===== src/hdl/crod_regs.svh =====
// register offsets, option word field positions, reset values and counts
`ifndef CROD_REGS_SVH
`define CROD_REGS_SVH

// avalon byte offsets
`define CROD_OFF_WORD0      8'h00
`define CROD_OFF_WORD1      8'h04
`define CROD_OFF_MODE       8'h08
`define CROD_OFF_STATUS     8'h0C
`define CROD_OFF_FREQ       8'h10

// option word 0 fields
`define CROD_W0_RUN_MODE    10
`define CROD_W0_POWER       9
`define CROD_W0_LVR_HI      8
`define CROD_W0_LVR_LO      7
`define CROD_W0_RST_PIN     6
`define CROD_W0_WDT_N       5
`define CROD_W0_GLITCH_W    4
`define CROD_W0_GLITCH_EN   3

// option word 1 fields
`define CROD_W1_SUB_CLK     13
`define CROD_W1_TRIM_HI     12
`define CROD_W1_TRIM_LO     7
`define CROD_W1_RCF_HI      6
`define CROD_W1_RCF_LO      5
`define CROD_W1_OSC_HI      3
`define CROD_W1_OSC_LO      1
`define CROD_W1_CLK_DRV     0

// status register fields
`define CROD_ST_VALID       0
`define CROD_ST_FILT_ON     1
`define CROD_ST_IRC         2
`define CROD_ST_CLKOUT      3
`define CROD_ST_LVR_EN      4
`define CROD_ST_OSC_LO      5
`define CROD_ST_OSC_HI      7
`define CROD_ST_WDT_EN      8
`define CROD_ST_RST_EXT     9
`define CROD_ST_CYC4        10

// reset values of the latched option words
`define CROD_WORD0_RST      15'h27FF
`define CROD_WORD1_RST      15'h7FE7

// oscillator mode codes
`define CROD_OSC_HXT_FAST   3'h7
`define CROD_OSC_HXT_MID    3'h6
`define CROD_OSC_XT_MID     3'h5
`define CROD_OSC_XT_LOW     3'h4
`define CROD_OSC_IRC_IO     3'h3
`define CROD_OSC_IRC_OUT    3'h2

// nominal frequencies in khz
`define CROD_IRC_1M_KHZ     16'h03E8
`define CROD_IRC_8M_KHZ     16'h1F40
`define CROD_IRC_16M_KHZ    16'h3E80
`define CROD_IRC_4M_KHZ     16'h0FA0
`define CROD_SUB_32K_KHZ    16'h0020
`define CROD_SUB_16K_KHZ    16'h0010

// glitch widths and instruction cycle lengths in main clock periods
`define CROD_GLITCH_LONG    32
`define CROD_GLITCH_SHORT   8
`define CROD_CYC_SHORT      2
`define CROD_CYC_LONG       4

`endif


===== src/hdl/crod_pkg.sv =====
// types shared by the option decoder modules
package crod_pkg;

	typedef enum logic [3:0] {
		ST_FILL1 = 4'b0001,
		ST_FILL2 = 4'b0010,
		ST_LATCH = 4'b0100,
		ST_RUN   = 4'b1000
	} crod_state_t;

	typedef enum logic [1:0] {
		MODE_NORMAL = 2'b00,
		MODE_GREEN  = 2'b01,
		MODE_IDLE   = 2'b10,
		MODE_SLEEP  = 2'b11
	} crod_mode_t;

	typedef enum logic [1:0] {
		LVR_4V0  = 2'b00,
		LVR_3V5  = 2'b01,
		LVR_2V7  = 2'b10,
		LVR_NONE = 2'b11
	} crod_lvr_t;

endpackage : crod_pkg


===== src/hdl/crod_ctl_if.sv =====
// control bundle from the decoder to the glitch filter and cycle clock
`timescale 1ns/1ps
interface crod_ctl_if;
	logic clock_en;
	logic filt_on;
	logic filt_short;
	logic cyc_four;
	logic clkout_en;
	logic clkout_pp;

	modport ctl  (output clock_en, output filt_on, output filt_short,
	              output cyc_four, output clkout_en, output clkout_pp);
	modport filt (input clock_en, input filt_on, input filt_short);
	modport cyc  (input clock_en, input cyc_four, input clkout_en, input clkout_pp);
endinterface : crod_ctl_if


===== src/hdl/crod_cycle_clk.sv =====
// instruction cycle clock and its optional drive onto the oscillator input pin
`timescale 1ns/1ps
`include "crod_regs.svh"
module crod_cycle_clk (
	input  wire logic clock,
	input  wire logic reset_n,
	crod_ctl_if.cyc   ctl,
	output logic      instr_clk,
	output logic      pin_out,
	output logic      pin_oe_n
);
	logic [1:0] half_r;
	logic [1:0] half_lim;

	// half a cycle in oscillator periods, minus one
	assign half_lim = ctl.cyc_four ? 2'(`CROD_CYC_LONG / 2 - 1) : 2'(`CROD_CYC_SHORT / 2 - 1);

	// toggle at every half cycle so the duty stays at one half
	always_ff @(posedge clock or negedge reset_n) begin
		if (!reset_n) begin
			half_r    <= 2'h0;
			instr_clk <= 1'b0;
		end else if (ctl.clock_en) begin
			if (half_r >= half_lim) begin
				half_r    <= 2'h0;
				instr_clk <= ~instr_clk;
			end else begin
				half_r <= half_r + 2'h1;
			end
		end
	end

	// pin drive lags the cycle clock by one period; oe_n low means driven
	always_ff @(posedge clock or negedge reset_n) begin
		if (!reset_n) begin
			pin_out  <= 1'b0;
			pin_oe_n <= 1'b1;
		end else if (ctl.clock_en) begin
			if (!ctl.clkout_en) begin
				pin_out  <= 1'b0;
				pin_oe_n <= 1'b1;
			end else if (ctl.clkout_pp) begin
				pin_out  <= instr_clk;
				pin_oe_n <= 1'b0;
			end else begin
				pin_out  <= 1'b0;
				pin_oe_n <= instr_clk;
			end
		end
	end
endmodule : crod_cycle_clk


===== src/hdl/crod_glitch_filter.sv =====
// noise rejection filter for the shared reset/port pin
`timescale 1ns/1ps
`include "crod_regs.svh"
module crod_glitch_filter (
	input  wire logic clock,
	input  wire logic reset_n,
	crod_ctl_if.filt  ctl,
	input  wire logic pin_in,
	output logic      pin_out
);
	logic       sync1_r;
	logic       sync2_r;
	logic [4:0] cnt_r;
	logic [4:0] lim;

	// two-flop synchroniser, idles high like an undriven reset pin
	always_ff @(posedge clock or negedge reset_n) begin
		if (!reset_n) begin
			sync1_r <= 1'b1;
			sync2_r <= 1'b1;
		end else if (ctl.clock_en) begin
			sync1_r <= pin_in;
			sync2_r <= sync1_r;
		end
	end

	// last count before a new level is accepted
	assign lim = ctl.filt_short ? 5'(`CROD_GLITCH_SHORT - 1) : 5'(`CROD_GLITCH_LONG - 1);

	// a level change must hold for the full width or it is dropped
	always_ff @(posedge clock or negedge reset_n) begin
		if (!reset_n) begin
			pin_out <= 1'b1;
			cnt_r   <= 5'h00;
		end else if (ctl.clock_en) begin
			if (!ctl.filt_on) begin
				pin_out <= sync2_r;
				cnt_r   <= 5'h00;
			end else if (sync2_r == pin_out) begin
				cnt_r <= 5'h00;
			end else if (cnt_r == lim) begin
				pin_out <= sync2_r;
				cnt_r   <= 5'h00;
			end else begin
				cnt_r <= cnt_r + 5'h01;
			end
		end
	end
endmodule : crod_glitch_filter


===== src/hdl/crod_top.sv =====
// clock and reset option decoder: latches the option words at reset and decodes them
//
// Operation
// - reset run mode option 0 starts the core in green mode, 1 (default) in normal mode.
// - power level option 0 selects low-power operation for clocks up to 400 kHz, 1 normal power.
// - brownout level 00 is 4.0 V, 01 is 3.5 V, 10 is 2.7 V, and 11 leaves only power-on reset.
// - reset pin option 0 makes the shared pin an active-low reset, 1 (default) a port bit.
// - watchdog enable is active low: 0 enables the watchdog, 1 (default) disables it.
// - glitch width option 1 (default) needs 32 main clock periods, 0 needs 8.
// - in low-frequency crystal mode the filter always uses 8 periods.
// - glitch filter enable 0 turns the filter off, 1 (default) turns it on.
// - in green, idle and sleep mode the filter is bypassed whatever the enable says.
// - sub clock option 0 runs the sub oscillator at 32 kHz, 1 (default) at 16 kHz.
// - the six-bit rc trim is written by the programmer and only applied here.
// - rc frequency select 00 is 1 MHz, 01 is 8 MHz, 10 is 16 MHz, 11 (default) is 4 MHz.
// - oscillator codes 111, 110, 101 and 100 pick the four crystal ranges from fast to low.
// - codes 011 (default) and 010 pick the internal rc; 011 frees the pin, 010 drives the clock out.
// - the clock out is open drain when the drive option is 0 and push-pull when it is 1.
// - an instruction cycle lasts two oscillator periods, or four when the cycle length bit is high.
//
// Design decisions made here: the Avalon-MM slave port and the placing of the registers.
`timescale 1ns/1ps
`include "crod_regs.svh"
module crod_top (
	input  wire logic        clock,
	input  wire logic        reset_n,
	input  wire logic        clock_en,
	input  wire logic [7:0]  avs_address,
	input  wire logic        avs_read,
	input  wire logic        avs_write,
	input  wire logic [31:0] avs_writedata,
	input  wire logic [3:0]  avs_byteenable,
	output logic      [31:0] avs_readdata,
	output logic             avs_waitrequest,
	input  wire logic [14:0] opt_word0,
	input  wire logic [14:0] opt_word1,
	input  wire logic        cycle_length_select,
	input  wire logic        shared_pin_in,
	output logic             cfg_valid,
	output logic      [1:0]  run_mode,
	output logic             low_power,
	output logic      [1:0]  brownout_level,
	output logic             brownout_enable,
	output logic             ext_reset_n,
	output logic             shared_port_bit,
	output logic             watchdog_enable,
	output logic             sub_clock_32k,
	output logic      [15:0] sub_clock_freq_khz,
	output logic      [5:0]  internal_rc_trim,
	output logic      [1:0]  internal_rc_freq_select,
	output logic      [15:0] main_clock_freq_khz,
	output logic      [2:0]  osc_mode_select,
	output logic             internal_rc_mode,
	output logic             crystal_low_mode,
	output logic             osc_in_gpio,
	output logic             instr_clk,
	output logic             osc_in_pin_out,
	output logic             osc_in_pin_oe_n
);
	crod_ctl_if ctl_if ();

	crod_pkg::crod_state_t st_r;
	crod_pkg::crod_state_t st_nxt;
	crod_pkg::crod_mode_t  mode_r;

	logic [14:0] w0_s1_r;
	logic [14:0] w0_s2_r;
	logic [14:0] w1_s1_r;
	logic [14:0] w1_s2_r;
	logic        cyc_s1_r;
	logic        cyc_s2_r;
	logic [14:0] word0_r;
	logic [14:0] word1_r;
	logic        cyc_four_r;
	logic        wait_r;
	logic [31:0] rdata_r;
	logic [31:0] rd_nxt;
	logic [31:0] status;
	logic        bus_req;
	logic        bus_done;
	logic        filt_pin;
	logic [2:0]  osc_code;
	logic        irc_sel;
	logic        clkout_sel;
	logic        low_xtal;
	logic        filt_on_nxt;
	logic [15:0] irc_khz;

	assign ctl_if.clock_en = clock_en;

	// option words come from the fuse array, outside this clock domain
	always_ff @(posedge clock or negedge reset_n) begin
		if (!reset_n) begin
			w0_s1_r  <= `CROD_WORD0_RST;
			w0_s2_r  <= `CROD_WORD0_RST;
			w1_s1_r  <= `CROD_WORD1_RST;
			w1_s2_r  <= `CROD_WORD1_RST;
			cyc_s1_r <= 1'b0;
			cyc_s2_r <= 1'b0;
		end else if (clock_en) begin
			w0_s1_r  <= opt_word0;
			w0_s2_r  <= w0_s1_r;
			w1_s1_r  <= opt_word1;
			w1_s2_r  <= w1_s1_r;
			cyc_s1_r <= cycle_length_select;
			cyc_s2_r <= cyc_s1_r;
		end
	end

	// load sequence: two edges to fill the synchroniser, one to latch
	always_comb begin
		case (st_r)
			crod_pkg::ST_FILL1: st_nxt = crod_pkg::ST_FILL2;
			crod_pkg::ST_FILL2: st_nxt = crod_pkg::ST_LATCH;
			crod_pkg::ST_LATCH: st_nxt = crod_pkg::ST_RUN;
			crod_pkg::ST_RUN:   st_nxt = crod_pkg::ST_RUN;
			default:            st_nxt = crod_pkg::ST_FILL1;
		endcase
	end

	always_ff @(posedge clock or negedge reset_n) begin
		if (!reset_n) begin
			st_r <= crod_pkg::ST_FILL1;
		end else if (clock_en) begin
			st_r <= st_nxt;
		end
	end

	// words are taken once per reset; a later fuse change cannot move the clock source
	always_ff @(posedge clock or negedge reset_n) begin
		if (!reset_n) begin
			word0_r    <= `CROD_WORD0_RST;
			word1_r    <= `CROD_WORD1_RST;
			cyc_four_r <= 1'b0;
		end else if (clock_en && (st_r == crod_pkg::ST_LATCH)) begin
			word0_r    <= w0_s2_r;
			word1_r    <= w1_s2_r;
			cyc_four_r <= cyc_s2_r;
		end
	end

	// oscillator code decode; unused codes fall back to rc with a free pin
	assign osc_code   = word1_r[`CROD_W1_OSC_HI:`CROD_W1_OSC_LO];
	assign irc_sel    = (osc_code == `CROD_OSC_IRC_IO) || (osc_code == `CROD_OSC_IRC_OUT) || !osc_code[2];
	assign clkout_sel = (osc_code == `CROD_OSC_IRC_OUT);
	assign low_xtal   = (osc_code == `CROD_OSC_XT_LOW);

	// filter runs only in normal mode with its enable set
	assign filt_on_nxt = word0_r[`CROD_W0_GLITCH_EN] && (mode_r == crod_pkg::MODE_NORMAL);

	// nominal rc frequency from the two select bits
	always_comb begin
		case (word1_r[`CROD_W1_RCF_HI:`CROD_W1_RCF_LO])
			2'b00:   irc_khz = `CROD_IRC_1M_KHZ;
			2'b01:   irc_khz = `CROD_IRC_8M_KHZ;
			2'b10:   irc_khz = `CROD_IRC_16M_KHZ;
			default: irc_khz = `CROD_IRC_4M_KHZ;
		endcase
	end

	// run mode starts from the option bit, then software may move it
	always_ff @(posedge clock or negedge reset_n) begin
		if (!reset_n) begin
			mode_r <= crod_pkg::MODE_NORMAL;
		end else if (clock_en) begin
			if (st_r == crod_pkg::ST_LATCH) begin
				mode_r <= w0_s2_r[`CROD_W0_RUN_MODE] ? crod_pkg::MODE_NORMAL : crod_pkg::MODE_GREEN;
			end else if (bus_done && avs_write && (avs_address == `CROD_OFF_MODE) &&
			             avs_byteenable[0] && (st_r == crod_pkg::ST_RUN)) begin
				mode_r <= crod_pkg::crod_mode_t'(avs_writedata[1:0]);
			end
		end
	end

	// controls for the filter and the cycle clock
	always_ff @(posedge clock or negedge reset_n) begin
		if (!reset_n) begin
			ctl_if.filt_on    <= 1'b0;
			ctl_if.filt_short <= 1'b0;
			ctl_if.cyc_four   <= 1'b0;
			ctl_if.clkout_en  <= 1'b0;
			ctl_if.clkout_pp  <= 1'b1;
		end else if (clock_en) begin
			ctl_if.filt_on    <= filt_on_nxt;
			ctl_if.filt_short <= !word0_r[`CROD_W0_GLITCH_W] || low_xtal;
			ctl_if.cyc_four   <= cyc_four_r;
			ctl_if.clkout_en  <= clkout_sel;
			ctl_if.clkout_pp  <= word1_r[`CROD_W1_CLK_DRV];
		end
	end

	// decoded system settings, all registered
	always_ff @(posedge clock or negedge reset_n) begin
		if (!reset_n) begin
			cfg_valid               <= 1'b0;
			low_power               <= 1'b0;
			brownout_level          <= crod_pkg::LVR_NONE;
			brownout_enable         <= 1'b0;
			watchdog_enable         <= 1'b0;
			sub_clock_32k           <= 1'b0;
			sub_clock_freq_khz      <= `CROD_SUB_16K_KHZ;
			internal_rc_trim        <= 6'h3F;
			internal_rc_freq_select <= 2'h3;
			main_clock_freq_khz     <= `CROD_IRC_4M_KHZ;
			osc_mode_select         <= `CROD_OSC_IRC_IO;
			internal_rc_mode        <= 1'b1;
			crystal_low_mode        <= 1'b0;
			osc_in_gpio             <= 1'b1;
		end else if (clock_en) begin
			cfg_valid       <= (st_r == crod_pkg::ST_RUN);
			low_power       <= !word0_r[`CROD_W0_POWER];
			brownout_level  <= word0_r[`CROD_W0_LVR_HI:`CROD_W0_LVR_LO];
			brownout_enable <= (word0_r[`CROD_W0_LVR_HI:`CROD_W0_LVR_LO] != crod_pkg::LVR_NONE);
			watchdog_enable <= !word0_r[`CROD_W0_WDT_N];
			sub_clock_32k   <= !word1_r[`CROD_W1_SUB_CLK];
			sub_clock_freq_khz <= word1_r[`CROD_W1_SUB_CLK] ? `CROD_SUB_16K_KHZ : `CROD_SUB_32K_KHZ;
			internal_rc_trim        <= word1_r[`CROD_W1_TRIM_HI:`CROD_W1_TRIM_LO];
			internal_rc_freq_select <= word1_r[`CROD_W1_RCF_HI:`CROD_W1_RCF_LO];
			// crystal frequency is set by the part on the pins, so it reads as zero
			main_clock_freq_khz <= irc_sel ? irc_khz : 16'h0000;
			osc_mode_select     <= osc_code;
			internal_rc_mode    <= irc_sel;
			crystal_low_mode    <= low_xtal;
			osc_in_gpio         <= irc_sel && !clkout_sel;
		end
	end

	// shared pin: filtered level goes to reset or to the port bit
	always_ff @(posedge clock or negedge reset_n) begin
		if (!reset_n) begin
			ext_reset_n     <= 1'b1;
			shared_port_bit <= 1'b0;
		end else if (clock_en) begin
			if (!word0_r[`CROD_W0_RST_PIN] && (st_r == crod_pkg::ST_RUN)) begin
				ext_reset_n     <= filt_pin;
				shared_port_bit <= 1'b0;
			end else begin
				ext_reset_n     <= 1'b1;
				shared_port_bit <= filt_pin;
			end
		end
	end

	crod_glitch_filter u_filter (
		.clock   (clock),
		.reset_n (reset_n),
		.ctl     (ctl_if.filt),
		.pin_in  (shared_pin_in),
		.pin_out (filt_pin)
	);

	crod_cycle_clk u_cycle (
		.clock     (clock),
		.reset_n   (reset_n),
		.ctl       (ctl_if.cyc),
		.instr_clk (instr_clk),
		.pin_out   (osc_in_pin_out),
		.pin_oe_n  (osc_in_pin_oe_n)
	);

	assign run_mode = mode_r;

	// status word shows the live decoded state
	always_comb begin
		status = 32'h0000_0000;
		status[`CROD_ST_VALID]   = cfg_valid;
		status[`CROD_ST_FILT_ON] = ctl_if.filt_on;
		status[`CROD_ST_IRC]     = internal_rc_mode;
		status[`CROD_ST_CLKOUT]  = ctl_if.clkout_en;
		status[`CROD_ST_LVR_EN]  = brownout_enable;
		status[`CROD_ST_OSC_HI:`CROD_ST_OSC_LO] = osc_mode_select;
		status[`CROD_ST_WDT_EN]  = watchdog_enable;
		status[`CROD_ST_RST_EXT] = !word0_r[`CROD_W0_RST_PIN];
		status[`CROD_ST_CYC4]    = ctl_if.cyc_four;
	end

	// read mux; unmapped addresses read zero
	always_comb begin
		case (avs_address)
			`CROD_OFF_WORD0:  rd_nxt = {17'h0_0000, word0_r};
			`CROD_OFF_WORD1:  rd_nxt = {17'h0_0000, word1_r};
			`CROD_OFF_MODE:   rd_nxt = {30'h0000_0000, mode_r};
			`CROD_OFF_STATUS: rd_nxt = status;
			`CROD_OFF_FREQ:   rd_nxt = {sub_clock_freq_khz, main_clock_freq_khz};
			default:          rd_nxt = 32'h0000_0000;
		endcase
	end

	// avalon slave: waitrequest rests high and drops for one cycle per request
	assign bus_req  = avs_read || avs_write;
	assign bus_done = bus_req && !wait_r;

	always_ff @(posedge clock or negedge reset_n) begin
		if (!reset_n) begin
			wait_r  <= 1'b1;
			rdata_r <= 32'h0000_0000;
		end else if (clock_en) begin
			if (bus_req && wait_r) begin
				wait_r  <= 1'b0;
				rdata_r <= avs_read ? rd_nxt : 32'h0000_0000;
			end else begin
				wait_r <= 1'b1;
			end
		end
	end

	assign avs_waitrequest = wait_r;
	assign avs_readdata    = rdata_r;
endmodule : crod_top


===== config.mk =====
export PLATFORM = sky130hd
export DESIGN_NAME = crod_top
export DESIGN_NICKNAME = d
export VERILOG_FILES = /design/src/hdl/crod_pkg.sv /design/src/hdl/crod_ctl_if.sv /design/src/hdl/crod_cycle_clk.sv /design/src/hdl/crod_glitch_filter.sv /design/src/hdl/crod_top.sv
export VERILOG_INCLUDE_DIRS = /design/src /design/src/hdl
export SDC_FILE = /design/constraint.sdc
export NUM_CORES = 1
export LEC_CHECK = 0
export BUFFER_PORTS_ARGS = -buffer_cell sky130_fd_sc_hd__buf_2
export CAP_MARGIN = 20
export CORE_UTILIZATION = 38
export DETAILED_ROUTE_END_ITERATION = 16
export REMOVE_ABC_BUFFERS = 1
export SLEW_MARGIN = 10
export SYNTH_ARGS = -nofsm -noshare
export SYNTH_HDL_FRONTEND = slang
export SYNTH_SLANG_ARGS = --single-unit

===== constraint.sdc =====
create_clock -name clock -period 1.9 [get_ports clock]
set_clock_uncertainty 0.15 [all_clocks]
set_input_delay 0.285 -clock clock [delete_from_list [all_inputs] [get_ports clock]]
set_output_delay 0.285 -clock clock [all_outputs]
set_load 0.03 [all_outputs]

### Word level (Yosys, flattened, before mapping)

Index checks and enable logic that the tools add are counted.

| storage, ports and cells | value |
|---|---|
| register bits | 205 |
| input bits | 81 |

| operators by class | value |
|---|---|
| magnitude comparators | 1 |
| reductions and logical operators | 31 |
| $add $sub $neg | 2 |
| bitwise logic cells | 1 |
| eq/ne operators | 18 |
| mux-type cells | 25 |

Operator list:

| cell | count |
|---|---|
| 32-bit case mux with 5 select lines | 1 |
| 14-bit case mux with 3 select lines | 1 |
| 32-bit 2-to-1 mux | 1 |
| 5-bit 2-to-1 mux | 4 |
| 8-bit by 4-bit == test with 1-bit output, second input constant | 2 |
| 16-bit 2-to-1 mux | 1 |
| 1-bit 2-to-1 mux | 12 |
| 4-bit case mux with 3 select lines | 1 |
| 1-bit logical AND | 10 |
| 8-bit by 3-bit == test with 1-bit output, second input constant | 1 |
| 8-bit by 5-bit == test with 1-bit output, second input constant | 1 |
| 1-bit zero test | 8 |
| 8-bit zero test | 1 |
| 3-bit by 2-bit == test with 1-bit output, second input constant | 2 |
| 2-bit 2-to-1 mux | 3 |
| 6-bit 2-to-1 mux | 1 |
| 2-bit AND reduction | 3 |
| 5-bit by 1-bit adder with 5-bit output, second input constant | 1 |
| 5-bit == test | 1 |
| 4-bit by 1-bit == test with 1-bit output, second input constant | 1 |
| 4-bit by 2-bit == test with 1-bit output, second input constant | 1 |
| 4-bit by 3-bit == test with 1-bit output, second input constant | 1 |
| 4-bit == test, second input constant | 1 |
| 2-bit zero test | 2 |
| other kinds (13) | 17 |

### Logic depth before layout (Yosys ltp)

Gate-level depths: netlist of the first run.

| depth | value |
|---|---|
| word-level depth | 8 |
| mapped depth | 6 |
| mapped depth without buffers | 6 |

### By module

From an unflattened synthesis of the first run, not the netlist that was laid out.

| second synthesis, totals | value |
|---|---|
| cells, all modules | 571 |
| area, all modules | 7562.3 sq um |

Modules (own cells, without submodules):

| module | area each (sq um) | instances | cells an instance | sequential area each (sq um) |
|---|---|---|---|---|
| crod_top | 6857.8 | 1 | 508 | 3976.3 |
| crod_glitch_filter | 435.4 | 1 | 39 | 203.9 |
| crod_cycle_clk | 269.0 | 1 | 24 | 126.4 |

### Worst setup path after synthesis of the first run

OpenSTA, ideal clock, no wires.

| timing | value |
|---|---|
| kind | register to register |
| from | register wait_r (netlist: avs_waitrequest) |
| to | register rdata_r[10] (netlist: avs_readdata[10]) |
| cell stages (with the launch flop) | 5 |
| data arrival time | 1451 ps |
| clock period less this slack | 1683 ps |
| slack | 217 ps |
| setup time | 83 ps |
| path buffers | 0 |
| cells stage by stage | dfstp_2 and3_1 nand3b_1 a211o_1 o21ai_0 |

| between the ends | value |
|---|---|
| word-level cells in the longest chain between the ends | 2 |

Ends and longest elaborated chain:

| what | line | source |
|---|---|---|
| start, declared | crod_top.sv:75 | `logic wait_r;` |
| start signal, assigned | crod_top.sv:295 | `wait_r <= 1'b1;` |
| start signal, assigned | crod_top.sv:299 | `wait_r <= 1'b0;` |
| start signal, assigned | crod_top.sv:302 | `wait_r <= 1'b1;` |
| 1-bit logical AND | crod_top.sv:298 | `if (bus_req && wait_r) begin` |
| 2-bit AND reduction (no source line) | - |  |
| end signal, assigned | crod_top.sv:300 | `rdata_r <= avs_read ? rd_nxt : 32'h0000_0000;` |
| end, declared | crod_top.sv:76 | `logic [31:0] rdata_r;` |

No other way between the ends.
A chain may end at the register's enable or synchronous reset.

### Worst setup path in the final report of the first run

| timing | value |
|---|---|
| from | register wait_r (netlist: avs_waitrequest) |
| to | register rdata_r[13] (netlist: avs_readdata[13]) |

The elaborated chain is that of the path after synthesis.

==> flow_metrics.env, run 1 <==
export IMPL_fin_crit_sh=0.941
export IMPL_cts_made_buffers=17
export IMPL_total_power_w=0.0124
export IMPL_cp_arrival_ns=1.98
export IMPL_clockBufferDepth=2
export IMPL_netlist_area_sq_um=7410
export IMPL_async_flop_share=1.00
export IMPL_dieWidth_um=142
export IMPL_placed_cell_area_sq_um=8180
export IMPL_drt_iter0_markers=266
export IMPL_synth_top_family_by_area="multiplexers"
export IMPL_design_area_sq_um=9140
export IMPL_io_pins=174
export IMPL_initial_core_util=0.392
export IMPL_gp_congestion=0.733
export IMPL_fillCellCount=1691
export IMPL_ys_ff_latch=167
export IMPL_syn2layout_area_growth_pct=23.3
export IMPL_hold_path_class="in -> reg"
export IMPL_grt_ovfl_total=0
export IMPL_core_area_sq_um=18900
export IMPL_post_cts_setup_buffer_count=0
export IMPL_whs_ns=0.0822
export IMPL_dieArea_sq_um=20100
export IMPL_grt_pass1_vias=4694
export IMPL_max_cap_viol_count=0
export IMPL_status="complete, no violations"
export IMPL_grtUsageMet3=0.0553
export IMPL_drt_total_wl_um=15500
export IMPL_io_buffers=105
export IMPL_regArea_sq_um=4310
export IMPL_drc=0
export IMPL_path_clk_slew_ns=0.07
export IMPL_criticalPathCategory="reg -> reg"
export IMPL_drive_gt1_frac=0.535
export IMPL_grt_max_degree=77
export IMPL_yosys_cell_types_count=50
export IMPL_die_h_um=142
export IMPL_max_freq_mhz=560
export IMPL_synthAdderAreaFrac=0.0152
export IMPL_end_kind="flip-flop"
export IMPL_grtUsageTotal=0.166
export IMPL_timing_final_hold_violations=0
export IMPL_drt_pass1_iterations=5
export IMPL_met2_usage=0.260
export IMPL_worstPathRequired_ns=2.09
export IMPL_antenna_found_initial=1
export IMPL_synth_ff_type="dfstp_2"
export IMPL_leakage_nw=4.05
export IMPL_viasPerCell=4.83
export IMPL_yosys_warnings=0
export IMPL_hpwl_um=10700
export IMPL_insertion_delay_ns=0.43
export IMPL_multi_input_area_sq_um=2740
export IMPL_synth_mux_area_frac=0.208
export IMPL_ant_nets=0
export IMPL_layout_commonest_cell="mux2_2"
export IMPL_synth_compound_area_frac=0.0603
export IMPL_worstMarginPinSlew_ns=0.528
export IMPL_clock_root_buffer="clkbuf_16"
export IMPL_power_density_nw_per_um2=1360
export IMPL_num_rows=50
export IMPL_cts_htree_levels=4
export IMPL_synth_edf_count=0
export IMPL_rsz0062_at_grt="no"
export IMPL_clock_sinks=167
export IMPL_wl_per_cell_um=15.8
export IMPL_relSlewSlack=0.648
export IMPL_avgSynthCellArea_sq_um=13.2
export IMPL_finalSetupViolCount=0
export IMPL_cts_tree="built"
export IMPL_layout_common_cells="mux2_2, buf_2, dfstp_2"
export IMPL_slew_viol_final=0
export IMPL_synthCells=560
export IMPL_synth_seq_area_share=0.581
export IMPL_busiest_layer="met2"
export IMPL_vdd_ir_drop_max_v=0.000846
export IMPL_met1_usage=0.214
export IMPL_grt_pass1_wl_um=25100
export IMPL_vias=4738
export IMPL_worst_setup_path_start_kind="flip-flop"
export IMPL_finish_utilization=0.484
export IMPL_cp_max_fo=10
export IMPL_synth_simple_area_share=0.0630
export IMPL_min_period_ns=1.79
export IMPL_synth_xor_area_frac=0.00473
export IMPL_num_nets_final=796
==> cell usage after synthesis, types with 4 or more instances <==
library cell    n  area share
dfrtp_1        65        0.22
nand2_1        14      0.0071
clkbuf_1        9      0.0046
dfstp_2       102        0.36
nand3b_1        4      0.0041
nand3_1        12      0.0081
inv_1          21       0.011
a22oi_1         7      0.0071
a21oi_1        19       0.013
mux2i_1        17       0.023
nor2_1         25       0.013
nand2b_1        5      0.0042
ha_1            9       0.015
mux2_2        118        0.18
a22o_1          6      0.0071
o21ai_0        21       0.014
buf_2          16       0.011
buf_4          40       0.041
o22ai_1         4      0.0034
==> timing repair <==
action                                  in CTS  in global routing
gates resized for setup                      0                  1
hold buffers                                34                  0
endpoints found under the setup margin       0                  2
endpoints found under the hold margin      116                  0
==> per-layer routing <==
metal	wire length (um)	vias to the layer above
met4	171	0
met5	0	-
li1	-	2192
met1	6930	2373
met2	7250	162
met3	1170	11
==> state kept, by name, indices dropped and copies added, names as in the netlist, 6 cells and up <==
register and flops:
w1_s1_r 15, word0_r 15, main_clock_freq_khz 9, w0_s2_r 15
word1_r 15, internal_rc_trim 6, w0_s1_r 15, avs_readdata 17
w1_s2_r 15
==> through the flow <==
step / cells / setup WS, ns / TNS, ns
floorplan: 528 / 0.137 / 0
global placement: 913 / -0.0293 / -0.0583
detailed placement: 913 / -0.0155 / -0.0260
CTS: 979 / 0.0362 / 0
global route: 979 / 0.0189 / 0
finish: 980 / 0.113 / 0
==> final timing paths <==
check	start	to	slack [ns]	cells past startpoint
max	avs_waitrequest$_DFFE_PN1P_	avs_readdata[13]$_DFFE_PN0P_	0.11	4
min	avs_address[4]	avs_readdata[14]$_DFFE_PN0P_	0.08	2
max reg2reg	avs_waitrequest$_DFFE_PN1P_	avs_readdata[13]$_DFFE_PN0P_	0.11	4
min reg2reg	word0_r[10]$_DFFE_PN1P_	word0_r[10]$_DFFE_PN1P_	0.31	2
max in group asynchronous	reset_n	w0_s1_r[4]$_DFFE_PN1P_	0.79	3
min in group asynchronous	reset_n	w0_s2_r[12]$_DFFE_PN0P_	0.16	2
==> power breakdown <==
group	switching, W	internal [W]	total (W)
combinational	0.00176	0.00135	0.00311
sequential	0.000813	0.00493	0.00575
clock	0.00155	0.00199	0.00354
total	0.00412	0.00828	0.0124
==> critical path, stage by stage, from the launching register on <==
cell and delay (ns):
dfstp_2 0.56, and3_1 0.18, nand3b_1 0.16, a211o_1 0.46, o21ai_0 0.21
==> cell families after synthesis <==
kind of cell,count (synthesis)
AOI/OAI and AO/OA,72
xor gates and xnor gates,4
adders and majority gates,9
buffers and inverters,87
DFF,167
muxes,137
other,1
and+or+nand+nor,83
==> cell type report <==
class / count / area share
antenna: 1 / 0.000274
clock buffer: 17 / 0.0465
clock inverter: 15 / 0.0204
inverter: 21 / 0.00862
multi-input combinational: 340 / 0.300
sequential: 167 / 0.471
tap: 260 / 0.0356
timing repair buffer: 159 / 0.118
No activity file was read; power rests on OpenSTA's default activity.
==> run 2, diff against run 1 <==
- ABC_AREA: not set -> 1
- CORE_MARGIN: not set -> 8
- CORE_UTILIZATION: 38 -> 40
==> flow_metrics.env, run 2 <==
export IMPL_cp_max_fo=5
export IMPL_critPathSlowestCell="dfstp_2"
export IMPL_wl_per_cell_um=14.5
export IMPL_cts_htree_levels=4
export IMPL_comb_power_share=0.228
export IMPL_finalSetupViolCount=0
export IMPL_clock_root_buffer="clkbuf_16"
export IMPL_insertion_delay_ns=0.43
export IMPL_num_rows=50
export IMPL_vdd_ir_drop_max_v=0.000776
export IMPL_slowest_delay_ns=0.58
export IMPL_fin_crit_sh=0.873
export IMPL_drt_total_wl_um=18200
export IMPL_clockBufferDepth=2
export IMPL_r2r_start="avs_waitrequest$_DFFE_PN1P_"
export IMPL_grt_pass1_vias=5706
export IMPL_worst_setup_path_start_kind="flip-flop"
export IMPL_p_sw_w=0.00373
export IMPL_cp_arrival_ns=1.22
export IMPL_path_clk_slew_ns=0.06
export IMPL_clock_sinks=167
export IMPL_layout_commonest_cell="nand2_1"
export IMPL_ys_ff_latch=167
export IMPL_yosys_warnings=0
export IMPL_criticalPathCategory="reg -> out"
export IMPL_core_area_sq_um=18600
export IMPL_initial_core_util=0.404
export IMPL_synth_top_area_frac=0.357
export IMPL_whs_ns=0.0207
export IMPL_gp_congestion=0.748
export IMPL_grtUsageTotal=0.161
export IMPL_grtUsageMet3=0.0434
export IMPL_synth_edf_count=0
export IMPL_status="complete, no violations"
export IMPL_final_cells=1250
export IMPL_largest_reg_flops=17
export IMPL_yosys_cell_types_count=36
export IMPL_seq_power_share=0.471
export IMPL_synthTopCellsByArea="dfstp_2, dfrtp_1, nand2_1"
export IMPL_yosys_top_cells_count="nand2_1, dfstp_2, o21ai_0"
export IMPL_met1_usage=0.212
export IMPL_min_delay_start="avs_read"
export IMPL_total_power_w=0.0113
export IMPL_cp_buffers_inverters=1
export IMPL_viasPerCell=4.64
export IMPL_power_switching_share=0.331
export IMPL_crit_family="flip-flops"
export IMPL_max_freq_mhz=603
export IMPL_io_pins=174
export IMPL_end_kind="primary output"
export IMPL_drt_iter0_markers=263
export IMPL_die_h_um=153
export IMPL_crit_chain="buf_2"
export IMPL_avgSynthCellArea_sq_um=8.68
export IMPL_fillCellCount=1803
export IMPL_dieArea_sq_um=23400
export IMPL_rsz0062_at_grt="no"
export IMPL_layout_common_cells="nand2_1, buf_2, dfstp_2"
export IMPL_hpwl_um=12500
export IMPL_slew_viol_final=0
export IMPL_netlist_area_sq_um=7510
export IMPL_design_area_sq_um=9150
export IMPL_ant_nets=0
export IMPL_num_nets_final=1092
export IMPL_grt_ovfl_total=0
export IMPL_antenna_found_initial=1
export IMPL_busiest_layer="met2"
export IMPL_leakage_nw=4.58
export IMPL_setup_worst_path_start="main_clock_freq_khz[9]$_DFFE_PN1P_"
export IMPL_grt_pass1_wl_um=30000
export IMPL_dp_cells=1183
export IMPL_met2_usage=0.252
export IMPL_timing_final_hold_violations=0
export IMPL_syn2layout_area_growth_pct=21.9
export IMPL_vias=5801
export IMPL_drive_gt1_frac=0.264
export IMPL_synthMostInstantiatedCell="nand2_1"
export IMPL_dieWidth_um=153
export IMPL_pwr_share_clk=0.301
export IMPL_drc=0
export IMPL_synth_ff_type="dfstp_2"
export IMPL_cts_made_buffers=17
export IMPL_placed_cell_area_sq_um=8220
export IMPL_min_period_ns=1.66
export IMPL_synth_largest_area_cell="dfstp_2"
export IMPL_intPower_w=0.00754
export IMPL_worstPathRequired_ns=1.46
export IMPL_synth_seq_area_share=0.574
export IMPL_grt_max_degree=105
export IMPL_drt_pass1_iterations=4
export IMPL_io_buffers=105
export IMPL_power_density_nw_per_um2=1230
export IMPL_cts_tree="built"
export IMPL_synthCells=865
export IMPL_async_flop_share=1.00
export IMPL_hold_path_class="in -> reg"
export IMPL_max_cap_viol_count=0
export IMPL_post_cts_setup_buffer_count=0
run 2: changes by cell type after synthesis, sizes merged, moves of 17 or more:
cell	delta
mux2i	-17
nand3	+39
nand2	+319
mux2	-118
o21ai	+67
inv	+51
run 2: kinds of logic after synthesis:
logic type	after synthesis	synth area share
and+or+nand+nor	426	0.229
DFF	167	0.574
buffers and inverters	150	0.0987
AOI/OAI and AO/OA	108	0.0788
adders and majority gates	9	0.0150
xor gates and xnor gates	4	0.00467
other	1	0.000500
run 2: metal layers:
layer  share of wire  up-vias
met1            0.47     2758
li1                -     2917
met4           0.015        0
met2            0.47      109
met5               0        -
met3           0.051       17
run 2: repair_timing:
item / 4_1_cts / 5_1_grt
resized for setup: 0 / 0
endpoints found under the hold margin: 95 / 0
hold buffers: 34 / 0
run 2: power by group through the flow:
stage	clock (W)	combinational, W	sequential (W)
3_3_place_gp	0	0.00250	0.00533
4_1_cts	0.00348	0.00261	0.00530
6_report	0.00339	0.00257	0.00530
2_1_floorplan	0	0.00104	0.00587
5_1_grt	0.00361	0.00288	0.00543
3_5_place_dp	0	0.00255	0.00535
run 2: metrics by stage:
step	worst slack, ns	TNS, ns	util
after detailed placement	0.120	0	0.443
after floorplan	-0.613	-20.54	-
after global placement	0.156	0	0.443
final	0.241	0	0.493
after CTS	0.219	0	0.492
after global routing	0.183	0	0.493
run 2: layout make-up:
class / instances / area (sq um) / area share
Tap cell: 234 / 293 / 0.0320
Multi-Input combinational cell: 582 / 2590 / 0.283
Antenna cell: 1 / 2.50 / 0.000273
Clock inverter: 7 / 68.8 / 0.00752
Inverter: 73 / 274 / 0.0299
Sequential cell: 167 / 4310 / 0.471
Clock buffer: 25 / 517 / 0.0565
Timing Repair Buffer: 161 / 1100 / 0.120
run 2: final timing paths:
path | endpoint | slack (ns) | cells past startpoint
hold reg to reg | w0_s1_r[5]$_DFFE_PN1P_ | 0.31 | 2
setup reg to reg | avs_readdata[5]$_DFFE_PN0P_ | 0.28 | 7
max in group asynchronous | main_clock_freq_khz[7]$_DFFE_PN1P_ | 0.75 | 3
min in group asynchronous | w0_s2_r[11]$_DFFE_PN0P_ | 0.18 | 2
hold / removal | avs_readdata[21]$_DFFE_PN0P_ | 0.02 | 3
setup / recovery | main_clock_freq_khz[9] | 0.24 | 1
==> run 3, diff against run 2 <==
- CORE_MARGIN: 8 -> 2
==> flow_metrics.env, run 3 (synthesized netlist as in run 2, its figures left out) <==
export IMPL_max_cap_viol_count=0
export IMPL_design_area_sq_um=9190
export IMPL_comb_power_share=0.225
export IMPL_intPower_w=0.00762
export IMPL_power_switching_share=0.329
export IMPL_max_freq_mhz=606
export IMPL_ff2ff_path_depth=7
export IMPL_cts_tree="built"
export IMPL_post_cts_setup_buffer_count=0
export IMPL_wl_per_cell_um=14.0
export IMPL_fin_crit_sh=0.869
export IMPL_regToRegSetupSlack_ns=0.25
export IMPL_slew_viol_final=0
export IMPL_criticalPathCategory="reg -> reg"
export IMPL_path_clk_slew_ns=0.06
export IMPL_pwr_share_clk=0.309
export IMPL_timing_final_hold_violations=0
export IMPL_hold_depth=5
export IMPL_leakage_nw=4.62
export IMPL_grt_pass1_wl_um=28900
export IMPL_clock_root_buffer="clkbuf_16"
export IMPL_placed_cell_area_sq_um=8240
export IMPL_dieWidth_um=141
export IMPL_min_delay_start="avs_writedata[0]"
export IMPL_hold_end="run_mode[0]$_DFFE_PN0P_"
export IMPL_cp_arrival_ns=1.86
export IMPL_place_ws_ns=0.116
export IMPL_num_nets_final=1097
export IMPL_status="complete, no violations"
export IMPL_r2r_end="avs_readdata[13]$_DFFE_PN0P_"
export IMPL_vdd_ir_drop_max_v=0.000731
export IMPL_rsz0062_at_grt="no"
export IMPL_layout_commonest_cell="nand2_1"
export IMPL_core_area_sq_um=18600
export IMPL_io_buffers=105
export IMPL_grt_ovfl_total=0
export IMPL_insertion_delay_ns=0.43
export IMPL_io_pins=174
export IMPL_cts_htree_levels=4
export IMPL_power_density_nw_per_um2=1240
export IMPL_largest_reg_flops=17
export IMPL_viasPerCell=4.60
export IMPL_worstPathRequired_ns=2.11
export IMPL_setup_ws_ns=0.250
export IMPL_layout_common_cells="nand2_1, buf_2, dfstp_2"
export IMPL_clock_sinks=167
export IMPL_hold_path_class="in -> reg"
export IMPL_gp_congestion=0.770
export IMPL_cts_resized_gates=0
export IMPL_grt_max_degree=54
export IMPL_drt_iter0_markers=415
export IMPL_hpwl_um=12100
export IMPL_antenna_found_initial=0
export IMPL_finalSetupViolCount=0
export IMPL_drt_pass1_iterations=5
export IMPL_dieArea_sq_um=19900
export IMPL_clockBufferDepth=2
export IMPL_drive_gt1_frac=0.268
export IMPL_grt_pass1_vias=5566
export IMPL_p_sw_w=0.00374
export IMPL_seq_power_share=0.466
export IMPL_syn2layout_area_growth_pct=22.4
export IMPL_ant_nets=0
export IMPL_n_antenna_cell=0
export IMPL_drc=0
export IMPL_initial_core_util=0.404
export IMPL_cts_made_buffers=17
export IMPL_cp_max_fo=7
export IMPL_num_rows=50
export IMPL_r2r_start="avs_waitrequest$_DFFE_PN1P_"
export IMPL_end_kind="flip-flop"
export IMPL_drt_total_wl_um=17600
export IMPL_grtUsageTotal=0.186
export IMPL_min_period_ns=1.65
export IMPL_vias=5767
export IMPL_die_h_um=141
export IMPL_worst_setup_path_start_kind="flip-flop"
## run 3: changes by cell type in the layout (fill, tap and decap cells not counted), sizes merged
cell	delta
buf	+4
clkbuf	-5
clkinvlp	-2
bufinv	+2
dlygate4sd3	+1
diode	-1
inv	+5
## run 3: final cells by class
class	instances	area [sq um]
inverter	73	274
tap	234	293
clock inverter	12	148
clock buffer	20	447
multi-input combinational	582	2590
timing repair buffer	166	1130
fill	1804	9400
sequential	167	4310
## run 3: per-stage QoR
step	utilization	std cells	hold slack, ns	setup TNS, ns	power [W]
global route	0.494	1254	0.0419	0	0.0120
CTS	0.494	1254	0.0107	0	0.0115
finish	0.494	1254	0.0255	0	0.0114
detailed placement	0.444	1187	0.0519	0	0.00788
floorplan	-	822	-0.161	-20.54	0.00691
global placement	0.444	1187	0.0489	0	0.00782
## run 3: worst max path at each step
stage	from	to	slack [ns]	depth (start not counted)
floorplan	st_r[1]$_DFFE_PN0P_	word0_r[0]$_DFFE_PN1P_	-0.61	3
global placement	avs_address[7]	avs_readdata[14]$_DFFE_PN0P_	0.19	9
detailed placement	avs_address[7]	avs_readdata[13]$_DFFE_PN0P_	0.12	9
CTS	main_clock_freq_khz[9]$_DFFE_PN1P_	internal_rc_mode	0.23	1
global route	avs_waitrequest$_DFFE_PN1P_	avs_readdata[13]$_DFFE_PN0P_	0.17	7
finish	avs_waitrequest$_DFFE_PN1P_	avs_readdata[13]$_DFFE_PN0P_	0.25	7
## run 3: worst max-delay path: stages, from the launching register on
cell	delay (ns)
dfstp_2	0.52
inv_1	0.07
nor3_4	0.20
nand2_1	0.14
a21oi_4	0.17
buf_4	0.19
nand2_1	0.07
nand2_1	0.06
## run 3: metal layers
layer	wire length (um)	part of all wire	track usage
met1	8430	0.48	0.258
met2	7970	0.45	0.290
met3	933	0.053	0.0459
met4	276	0.016	0.0605
met5	0	0	0
## run 3: power groups by stage
stage,combinational (W),sequential (W),clock (W)
after floorplan,0.00104,0.00587,0
after global placement,0.00248,0.00533,0
after detailed placement,0.00253,0.00535,0
after CTS,0.00259,0.00531,0.00360
after global routing,0.00286,0.00542,0.00372
final,0.00255,0.00530,0.00352
## run 3: timing repair
item                                   CTS  global route
endpoints found under the hold margin  122             0
setup endpoints to repair                0             0
hold buffers                            35             0
